$ cat src/stps_pkg.sv
package stps_pkg;

	// clock and timing
	localparam int CLK_HZ         = 100_000_000;
	localparam int CYC_PER_MS     = CLK_HZ / 1000;
	localparam int LAMP_MS        = 1000;
	localparam int SEG_MS         = 500;
	localparam int TIMEOUT_MS     = 12000;
	localparam int FLASH_HALF_MS  = 250;
	localparam int DEBOUNCE_MS    = 10;
	localparam int LAMP_CYCLES    = LAMP_MS * CYC_PER_MS;
	localparam int SEG_CYCLES     = SEG_MS * CYC_PER_MS;
	localparam int TIMEOUT_CYCLES = TIMEOUT_MS * CYC_PER_MS;
	localparam int FLASH_CYCLES   = FLASH_HALF_MS * CYC_PER_MS;
	localparam int DB_CYCLES      = DEBOUNCE_MS * CYC_PER_MS;
	localparam int CNT_W          = 32;

	// result storage
	localparam int REC_MAX = 8;
	localparam int ASM_MAX = 3;

	// display symbol codes: 0x00..0x0f are hex digits
	localparam logic [4:0] SYM_EIGHT = 5'h08;
	localparam logic [4:0] SYM_A     = 5'h0A;
	localparam logic [4:0] SYM_D     = 5'h0D;
	localparam logic [4:0] SYM_F     = 5'h0F;
	localparam logic [4:0] SYM_P     = 5'h10;
	localparam logic [4:0] SYM_U     = 5'h11;
	localparam logic [4:0] SYM_R     = 5'h12;
	localparam logic [4:0] SYM_BLANK = 5'h1F;

	// unit numbers on the display
	localparam logic [1:0] UNIT_DRIVE = 2'h0;
	localparam logic [1:0] UNIT_CTRL  = 2'h2;
	localparam logic [1:0] UNIT_LAST  = 2'h2;

	typedef enum logic [11:0] {
		S_LAMP      = 12'h001,
		S_RUN       = 12'h002,
		S_HOUSEKEEP = 12'h004,
		S_IDLE      = 12'h008,
		S_CTRL_FAIL = 12'h010,
		S_ST_REQ    = 12'h020,
		S_ST_GRANT  = 12'h040,
		S_SEG       = 12'h080,
		S_DENIED    = 12'h100,
		S_RES_REQ   = 12'h200,
		S_RES_HOLD  = 12'h400,
		S_SEQ       = 12'h800
	} stps_state_t;

	typedef enum logic [2:0] {
		K_UNIT = 3'h1,
		K_ASM  = 3'h2,
		K_SUB  = 3'h4
	} stps_kind_t;

endpackage : stps_pkg

$ cat src/stps_debounce.sv
`timescale 1ns/10ps
module stps_debounce
	import stps_pkg::*;
#(
	parameter int DB_CNT = DB_CYCLES
) (
	input  wire logic clk,
	input  wire logic rst,
	input  wire logic pin,
	output logic      level,
	output logic      press,
	output logic      release_evt
);
	logic             sync_a;
	logic             sync_b;
	logic [CNT_W-1:0] cnt;
	wire              differs = sync_b != level;
	wire              settled = differs && (cnt >= CNT_W'(DB_CNT - 1));

	always_ff @(posedge clk) begin
		if (rst) begin
			sync_a      <= 1'b0;
			sync_b      <= 1'b0;
			cnt         <= '0;
			level       <= 1'b0;
			press       <= 1'b0;
			release_evt <= 1'b0;
		end else begin
			sync_a      <= pin;
			sync_b      <= sync_a;
			cnt         <= (differs && !settled) ? cnt + 1'b1 : '0;
			level       <= settled ? sync_b : level;
			press       <= settled && sync_b;
			release_evt <= settled && !sync_b;
		end
	end
endmodule : stps_debounce

$ cat src/stps_flash.sv
`timescale 1ns/10ps
module stps_flash
	import stps_pkg::*;
#(
	parameter int HALF_CNT = FLASH_CYCLES
) (
	input  wire logic clk,
	input  wire logic rst,
	output logic      flash
);
	logic [CNT_W-1:0] cnt;
	wire              wrap = cnt >= CNT_W'(HALF_CNT - 1);

	always_ff @(posedge clk) begin
		if (rst) begin
			cnt   <= '0;
			flash <= 1'b0;
		end else begin
			cnt   <= wrap ? '0 : cnt + 1'b1;
			flash <= wrap ? !flash : flash;
		end
	end
endmodule : stps_flash

$ cat src/stps_sequencer.sv
`timescale 1ns/10ps
module stps_sequencer
	import stps_pkg::*;
#(
	parameter int LAMP_CNT    = LAMP_CYCLES,
	parameter int SEG_CNT     = SEG_CYCLES,
	parameter int TIMEOUT_CNT = TIMEOUT_CYCLES,
	parameter int FLASH_CNT   = FLASH_CYCLES,
	parameter int DB_CNT      = DB_CYCLES,
	parameter int RECS        = REC_MAX,
	parameter int ASMS        = ASM_MAX
) (
	input  wire logic              clk,
	input  wire logic              rst,
	input  wire logic              selftest_btn,
	input  wire logic              results_btn,
	input  wire logic              host_grant,
	input  wire logic              host_deny,
	input  wire logic              host_selftest_cmd,
	input  wire logic              drive_active,
	input  wire logic [2:0]        bus_address,
	input  wire logic              st_done,
	input  wire logic              st_pass,
	input  wire logic              st_ctrl_fail,
	input  wire logic              hk_done,
	input  wire logic              rec_wr,
	input  wire logic [1:0]        rec_unit_in,
	input  wire logic [1:0]        rec_asm_n_in,
	input  wire logic [ASMS*4-1:0] rec_asm_in,
	input  wire logic [7:0]        rec_sub_in,
	output logic                   st_start,
	output logic                   st_reduced,
	output logic                   release_req,
	output logic                   host_cmd_enable,
	output logic                   lamp_red,
	output logic                   lamp_green,
	output logic [4:0]             disp_hi,
	output logic [4:0]             disp_lo
);
	localparam int RW = $clog2(RECS);
	localparam logic [RW:0] SENT = (RW+1)'(RECS);

	stps_state_t      state, next_state;
	stps_kind_t       seq_kind, next_kind;
	logic [CNT_W-1:0] timer;
	logic             passed, seq_on, seq_end;
	logic [1:0]       seq_unit, next_unit;
	logic [RW:0]      seq_ptr, next_ptr;
	logic [1:0]       seq_ai, next_ai;
	logic [RW:0]      rec_cnt;
	logic [RW:0]      hit_first, hit_more;
	logic [1:0]       rec_unit  [RECS];
	logic [1:0]       rec_asm_n [RECS];
	logic [3:0]       rec_asm   [RECS][ASMS];
	logic [7:0]       rec_sub   [RECS];
	logic [4:0]       next_hi, next_lo;
	logic             st_lvl, st_press, st_rel;
	logic             rs_lvl, rs_press, rs_rel;
	logic             flash;

	stps_debounce #(.DB_CNT(DB_CNT)) u_db_st (
		.clk         (clk),
		.rst         (rst),
		.pin         (selftest_btn),
		.level       (st_lvl),
		.press       (st_press),
		.release_evt (st_rel)
	);
	stps_debounce #(.DB_CNT(DB_CNT)) u_db_rs (
		.clk         (clk),
		.rst         (rst),
		.pin         (results_btn),
		.level       (rs_lvl),
		.press       (rs_press),
		.release_evt (rs_rel)
	);
	stps_flash #(.HALF_CNT(FLASH_CNT)) u_flash (
		.clk   (clk),
		.rst   (rst),
		.flash (flash)
	);

	// first stored record of unit u at or after index from, else SENT
	function automatic logic [RW:0] next_of(input logic [1:0] u, input logic [RW:0] from);
		logic [RW:0] hit;
		hit = SENT;
		for (int i = RECS - 1; i >= 0; i--) begin
			if ((RW+1)'(i) >= from && (RW+1)'(i) < rec_cnt && rec_unit[i] == u) begin
				hit = (RW+1)'(i);
			end
		end
		return hit;
	endfunction : next_of

	wire [RW-1:0] cur     = seq_ptr[RW-1:0];
	wire [1:0] start_unit = (state == S_CTRL_FAIL) ? UNIT_CTRL : UNIT_DRIVE;
	wire timer_lamp       = timer >= CNT_W'(LAMP_CNT - 1);
	wire timer_seg        = timer >= CNT_W'(SEG_CNT - 1);
	wire timer_out        = timer >= CNT_W'(TIMEOUT_CNT - 1);
	wire run_end          = st_done || timer_out;
	wire run_pass         = st_done && st_pass && !st_ctrl_fail;
	wire both_up          = !st_lvl && !rs_lvl;
	wire step             = rs_press && (state == S_SEQ || state == S_CTRL_FAIL);
	wire [4:0] code_hi    = passed ? SYM_P : SYM_F;
	wire [4:0] code_lo    = {2'h0, bus_address};

	// next item of the results walk
	always_comb begin
		hit_first = next_of(seq_unit, '0);
		hit_more  = next_of(seq_unit, seq_ptr + 1'b1);
		next_kind = seq_kind;
		next_unit = seq_unit;
		next_ptr  = seq_ptr;
		next_ai   = seq_ai;
		seq_end   = 1'b0;
		case (seq_kind)
			K_UNIT: begin
				if (hit_first != SENT) begin
					next_ptr  = hit_first;
					next_ai   = 2'h0;
					next_kind = (rec_asm_n[hit_first[RW-1:0]] != 2'h0) ? K_ASM : K_SUB;
				end else if (seq_unit == UNIT_LAST) begin
					seq_end = 1'b1;
				end else begin
					next_unit = seq_unit + 1'b1;
				end
			end
			K_ASM: begin
				if (seq_ai + 1'b1 < rec_asm_n[cur]) begin
					next_ai = seq_ai + 1'b1;
				end else begin
					next_kind = K_SUB;
				end
			end
			K_SUB: begin
				if (hit_more != SENT) begin
					next_ptr  = hit_more;
					next_ai   = 2'h0;
					next_kind = (rec_asm_n[hit_more[RW-1:0]] != 2'h0) ? K_ASM : K_SUB;
				end else if (seq_unit == UNIT_LAST) begin
					seq_end = 1'b1;
				end else begin
					next_unit = seq_unit + 1'b1;
					next_kind = K_UNIT;
				end
			end
			default: begin
				seq_end = 1'b1;
			end
		endcase
	end

	// state transitions
	always_comb begin
		next_state = state;
		case (state)
			S_LAMP:      if (timer_lamp) next_state = S_RUN;
			S_RUN: begin
				if (st_done && st_ctrl_fail) next_state = S_CTRL_FAIL;
				else if (run_pass) next_state = S_IDLE;
				else if (run_end) next_state = S_HOUSEKEEP;
			end
			S_HOUSEKEEP: if (hk_done) next_state = S_IDLE;
			S_IDLE: begin
				if (host_selftest_cmd) next_state = S_RUN;
				else if (st_press) next_state = S_ST_REQ;
				else if (rs_press) next_state = S_RES_REQ;
			end
			S_ST_REQ: begin
				if (host_grant) next_state = S_ST_GRANT;
				else if (host_deny) next_state = S_DENIED;
				else if (!st_lvl) next_state = S_IDLE;
			end
			S_ST_GRANT:  if (st_rel) next_state = S_SEG;
			S_SEG:       if (timer_seg) next_state = S_RUN;
			S_DENIED:    if (both_up) next_state = S_IDLE;
			S_RES_REQ: begin
				if (host_grant) next_state = S_RES_HOLD;
				else if (host_deny) next_state = S_DENIED;
				else if (!rs_lvl) next_state = S_IDLE;
			end
			S_RES_HOLD:  if (rs_rel) next_state = S_SEQ;
			S_SEQ:       if (step && seq_on && seq_end) next_state = S_IDLE;
			S_CTRL_FAIL: next_state = S_CTRL_FAIL;
			default:     next_state = S_LAMP;
		endcase
	end

	// display selection
	always_comb begin
		next_hi = code_hi;
		next_lo = code_lo;
		case (state)
			S_LAMP, S_SEG: begin
				next_hi = SYM_EIGHT;
				next_lo = SYM_EIGHT;
			end
			S_RUN, S_ST_GRANT, S_RES_HOLD: begin
				next_hi = SYM_BLANK;
				next_lo = SYM_BLANK;
			end
			S_DENIED: begin
				next_hi = SYM_R;
				next_lo = SYM_D;
			end
			S_SEQ, S_CTRL_FAIL: begin
				if (seq_on) begin
					case (seq_kind)
						K_UNIT: begin
							next_hi = SYM_U;
							next_lo = {3'h0, seq_unit};
						end
						K_ASM: begin
							next_hi = SYM_A;
							next_lo = {1'b0, rec_asm[cur][seq_ai]};
						end
						default: begin
							next_hi = {1'b0, rec_sub[cur][7:4]};
							next_lo = {1'b0, rec_sub[cur][3:0]};
						end
					endcase
				end
			end
			default: next_hi = code_hi;
		endcase
	end

	// lamps
	wire in_run    = state == S_RUN || state == S_SEG;
	wire result_st = !(state == S_LAMP || in_run || state == S_HOUSEKEEP
	                   || state == S_CTRL_FAIL);
	assign lamp_red   = state == S_LAMP || state == S_HOUSEKEEP || state == S_CTRL_FAIL
	                    || (result_st && !passed);
	assign lamp_green = state == S_LAMP || state == S_CTRL_FAIL
	                    || ((in_run || state == S_HOUSEKEEP) && flash)
	                    || (result_st && passed && (!drive_active || flash))
	                    || (result_st && !passed && drive_active && flash);
	assign release_req     = state == S_ST_REQ || state == S_ST_GRANT || state == S_RES_REQ
	                         || state == S_RES_HOLD || state == S_SEQ;
	assign host_cmd_enable = state == S_IDLE;

	always_ff @(posedge clk) begin
		if (rst) begin
			state      <= S_LAMP;
			timer      <= '0;
			passed     <= 1'b0;
			st_start   <= 1'b0;
			st_reduced <= 1'b0;
			disp_hi    <= SYM_EIGHT;
			disp_lo    <= SYM_EIGHT;
		end else begin
			state    <= next_state;
			timer    <= (next_state != state) ? '0 : timer + 1'b1;
			disp_hi  <= next_hi;
			disp_lo  <= next_lo;
			st_start <= next_state == S_RUN && state != S_RUN;
			if (next_state == S_RUN && state != S_RUN) begin
				st_reduced <= state != S_LAMP;
			end
			if (state == S_RUN && run_end) begin
				passed <= run_pass;
			end
		end
	end

	// walk pointer
	always_ff @(posedge clk) begin
		if (rst) begin
			seq_on   <= 1'b0;
			seq_kind <= K_UNIT;
			seq_unit <= UNIT_DRIVE;
			seq_ptr  <= '0;
			seq_ai   <= 2'h0;
		end else if (step && !seq_on) begin
			seq_on   <= 1'b1;
			seq_kind <= K_UNIT;
			seq_unit <= start_unit;
			seq_ptr  <= '0;
			seq_ai   <= 2'h0;
		end else if (step) begin
			seq_on   <= !seq_end;
			seq_kind <= next_kind;
			seq_unit <= next_unit;
			seq_ptr  <= next_ptr;
			seq_ai   <= next_ai;
		end else if (state != S_SEQ && state != S_CTRL_FAIL) begin
			seq_on <= 1'b0;
		end
	end

	// result records, cleared at each run start
	always_ff @(posedge clk) begin
		if (rst) begin
			rec_cnt <= '0;
		end else if (st_start) begin
			rec_cnt <= '0;
		end else if (rec_wr && rec_cnt < SENT) begin
			rec_cnt <= rec_cnt + 1'b1;
		end
	end

	always_ff @(posedge clk) begin
		if (rec_wr && !st_start && rec_cnt < SENT) begin
			rec_unit[rec_cnt[RW-1:0]]  <= rec_unit_in;
			rec_asm_n[rec_cnt[RW-1:0]] <= rec_asm_n_in;
			rec_sub[rec_cnt[RW-1:0]]   <= rec_sub_in;
			for (int k = 0; k < ASMS; k++) begin
				rec_asm[rec_cnt[RW-1:0]][k] <= rec_asm_in[k*4 +: 4];
			end
		end
	end
endmodule : stps_sequencer

$ cat config.mk
export PLATFORM = sky130hd
export DESIGN_NAME = stps_sequencer
export DESIGN_NICKNAME = d
export VERILOG_FILES = /design/src/stps_pkg.sv /design/src/stps_debounce.sv /design/src/stps_flash.sv /design/src/stps_sequencer.sv
export SDC_FILE = /design/constraint.sdc
export NUM_CORES = 1
export LEC_CHECK = 0
export BUFFER_PORTS_ARGS = -buffer_cell sky130_fd_sc_hd__clkbuf_2
export CAP_MARGIN = 5
export CORE_MARGIN = 2
export CORE_UTILIZATION = 50
export CTS_CLUSTER_SIZE = 24
export DETAILED_ROUTE_END_ITERATION = 12
export HOLD_SLACK_MARGIN = 0.1
export PLACE_DENSITY = 0.64
export SETUP_SLACK_MARGIN = 0.3
export SLEW_MARGIN = 0
export SYNTH_ARGS = -nofsm -noshare
export SYNTH_HDL_FRONTEND = slang
export SYNTH_SLANG_ARGS = --single-unit
$ cat constraint.sdc
create_clock -name clk -period 4.24 [get_ports clk]
set_input_delay 0.424 -clock clk [delete_from_list [all_inputs] [get_ports clk]]
set_output_delay 0.424 -clock clk [all_outputs]
set_load 0.02 [all_outputs]
==> results_dict.tcl <==
set metrics [dict create \
    p_int_uw 6254 \
    routedWlPerCell_um 17.97 \
    post_cts_buffers 0 \
    layout_commonest_cell "edfxtp_1" \
    nets 1535 \
    timing.rr.end "timer[16]" \
    hold_class "primary input to flop" \
    required_ns 4.70 \
    yosysUniqueCellTypes 92 \
    antenna_found_initial 0 \
    p_clk_frac 0.477 \
    finalWirelength_mm 35.18 \
    max-clock-path-buffers 3 \
    fp-row-count 66 \
    yosys.area_share.adder 0.009165 \
    timing.critical_path.to_type "flop" \
    synthMuxAreaShare 0.08042 \
    synthSimpleGateAreaFrac 0.1759 \
    worst-path-buf-inv 0 \
    cts_tree "built" \
    clk_latency_ns 0.54 \
    ant_nets 0 \
    period_needed_ns 3.618 \
    slew_headroom 0.3654 \
    finalSetupViolCount 0 \
    rsz0062_at_grt "no" \
    place_congestion 0.9170 \
    holdPathEnd "u_db_st.sync_a" \
    fin_total_pwr_uw 7852 \
    cts-root-buf "clkbuf_16" \
    holdPathStages 2 \
    yosysWarnings 0 \
    drv_cap 0 \
    p_switching_uw 1599 \
    async_flop_share 0 \
    worstReg2RegStart "state[1]" \
    layout_common_cells "192 x edfxtp_1, 181 x dfxtp_1, 173 x nor2_1" \
    finalWorstSetupSlack_ns 0.6222 \
    synth-compound-area-share 0.07446 \
    critPathTopFamily "simple AND/OR/NAND/NOR gates" \
    start_util 0.5061 \
    grt_max_degree 38 \
    arrival_ns 4.07 \
    worst_pin_slew_ns 0.9432 \
    io_buffers 55 \
    cts_buffers 42 \
    synth_xor_area_frac 0.06041 \
    dieHeight_um 185.0 \
    via_per_inst 5.560 \
    peakVddDrop_mv 0.4376 \
    worst_r2r_path_depth 9 \
    core_area_um2 32370 \
    hold_viol_final 0 \
    grt.total_usage 0.2098 \
    finalClockSkew_ns 0.01222 \
    cts_max_level 2 \
    synth_top_family_by_area "simple AND/OR/NAND/NOR gates" \
    ctsResizeCount 0 \
    syn_area_per_cell_um2 11.79 \
    p_comb_frac 0.025 \
    syn_inst 1390 \
    layout-drive-gt1-share 0.1748 \
    synth-seq-cells 375 \
    io_pins 56 \
    diodes 0 \
    syn_area_um2 16380 \
    drcViolationCount 0 \
    first_pass_iters 6 \
    pre_cts_slack_ns 0.6826 \
    r2r_slack_ns 0.62 \
    grt_overflow 0 \
    startpoint_type "flop" \
    cp_max_fo 32 \
    dieArea_um2 34230 \
    p_leak_uw 0.006593 \
    worstSetupPathType "flop to flop" \
    dr_total_vias 10890 \
    setup_tns_ns 0 \
    p_per_area_nw_per_um2 420.7 \
    hp-start "selftest_btn" \
    final_cell_count_no_fill 1958 \
    fin_util 0.5766 \
    syn_to_final_growth_pct 13.94 \
    hold_buffers 1 \
    p_seq_frac 0.498 \
    drv_slew 0 \
    synth_flop_cell "edfxtp_1" \
    grt_pass1_vias 10580 \
    cpPeakStageDelay_ns 0.68 \
    status "finished clean" \
    crit_top_cell "or4_1" \
    dpl.hpwl_mm 23.46 \
    yosysSeqAreaShare 0.5755 \
    dp.cells 1880 \
    p_sw_frac 0.2036 \
    cts.sinks 375 \
    timing.fmax_mhz 276.4 \
    clk_pin_slew_worst_paths_ns 0.06 \
    post-route-period-util 0.8533 \
    crit_chain "or4_1 -> nor2_2 -> nand4_2 -> nand4_1 -> nor2_1 -> or4_1 -> a2111o_1 -> a221o_2 -> a21oi_1" \
    drtIter0Drc 761 \
    synth-edff-count 192 \
    grt_pass1_wl_mm 56.29 \
    dieWidth_um 185.0 \
    cp_slowest_cell "or4_1" \
]
==> power by group through the flow <==
stage          sequential [µW]  clock (µW)  combinational [µW]
2_1_floorplan             3980           0                 116
3_5_place_dp              3990           0                 197
3_3_place_gp              3980           0                 193
4_1_cts                   3910        3840                 199
6_report                  3910        3740                 198
5_1_grt                   3910        3980                 218
==> state kept, by name (all words and copies together) (netlist names), 2 cells and up, named ones only <==
signal / count
rec_sub: 64
rec_cnt: 4
rec_asm: 96
u_flash.cnt: 32
rec_unit: 16
seq_kind: 3
seq_ai: 2
disp_hi: 5
seq_unit: 2
rec_asm_n: 16
seq_ptr: 4
state: 12
u_db_st.cnt: 32
disp_lo: 5
timer: 32
u_db_rs.cnt: 32
==> metal layers <==
metal | up-vias | track usage | part of all wire
li1 | 5281 | - | -
met1 | 5299 | 0.2888 | 0.46
met2 | 247 | 0.3467 | 0.48
met3 | 59 | 0.03166 | 0.047
met4 | 0 | 0.06063 | 0.022
met5 | - | 0 | 0
==> layout make-up <==
cell class / count / area [µm²]
tap: 442 / 553.0
clock inverter: 19 / 301.5
sequential: 375 / 9432
inverter: 23 / 86.33
timing repair buffer: 75 / 427.9
multi-input combinational: 966 / 6705
clock buffer: 58 / 1161
fill: 2728 / 13700
==> Yosys cell counts (7+ instances only) <==
master    number  share of area
edfxtp_1     192           0.35
dfxtp_1      183           0.22
nor2_1       179          0.041
nand2_1       88          0.020
xor2_1        72          0.038
nand3_1       69          0.021
mux4_2        48          0.066
xnor2_1       41          0.022
a21oi_1       37          0.011
nor3_1        36          0.011
and3_1        35          0.013
clkbuf_1      33         0.0076
o21ai_0       30         0.0092
nor4_1        24         0.0092
nor2_2        23         0.0088
inv_1         22         0.0050
mux2i_1       18          0.011
nor2b_1       13         0.0050
ha_1          12         0.0092
nand2b_1      12         0.0046
nand4_1       11         0.0042
a211oi_1      10         0.0046
or2_2         10         0.0038
a31oi_1        8         0.0031
and2_1         8         0.0031
nand3b_1       8         0.0037
a221oi_1       7         0.0037
buf_6          7         0.0048
o211ai_1       7         0.0032
o21a_1         7         0.0032
or3_1          7         0.0027
or4_1          7         0.0032
==> cell families after synthesis <==
group / after synthesis
AOI/OAI and AO/OA: 173
buffers and inverters: 79
other: 1
and+or+nand+nor: 566
DFF: 375
xor gates and xnor gates: 113
adders and majority gates: 12
muxes: 71
==> per-stage QoR <==
step                      cell area (µm²)  hold WS, ns
after detailed placement            17190       0.4338
final                               18670       0.1276
after global routing                18670       0.1222
after CTS                           18670       0.1134
after global placement              17190       0.4185
after floorplan                     16500       0.4138
==> worst max path at each step <==
| stage | start | end | slack [ns] | cells past startpoint |
|---|---|---|---|---|
| after global placement | state[1] | timer[16] | 0.70 | 9 |
| after CTS | state[1] | timer[16] | 0.66 | 9 |
| after detailed placement | state[1] | timer[16] | 0.68 | 9 |
| after global routing | seq_unit[0] | timer[12] | 0.43 | 9 |
| final | state[1] | timer[16] | 0.62 | 9 |
| after floorplan | flop | seq_kind[2] | 0.68 | 11 |
==> worst reg2reg max path: cells and delay by family (launching register included) <==
kind	cells	cell delay, ns
AO/OA/AOI/OAI	3	1.17
flip-flops	1	0.39
AND/OR/NAND/NOR	6	1.97
Note: power is estimated with default switching activity, not from simulation.
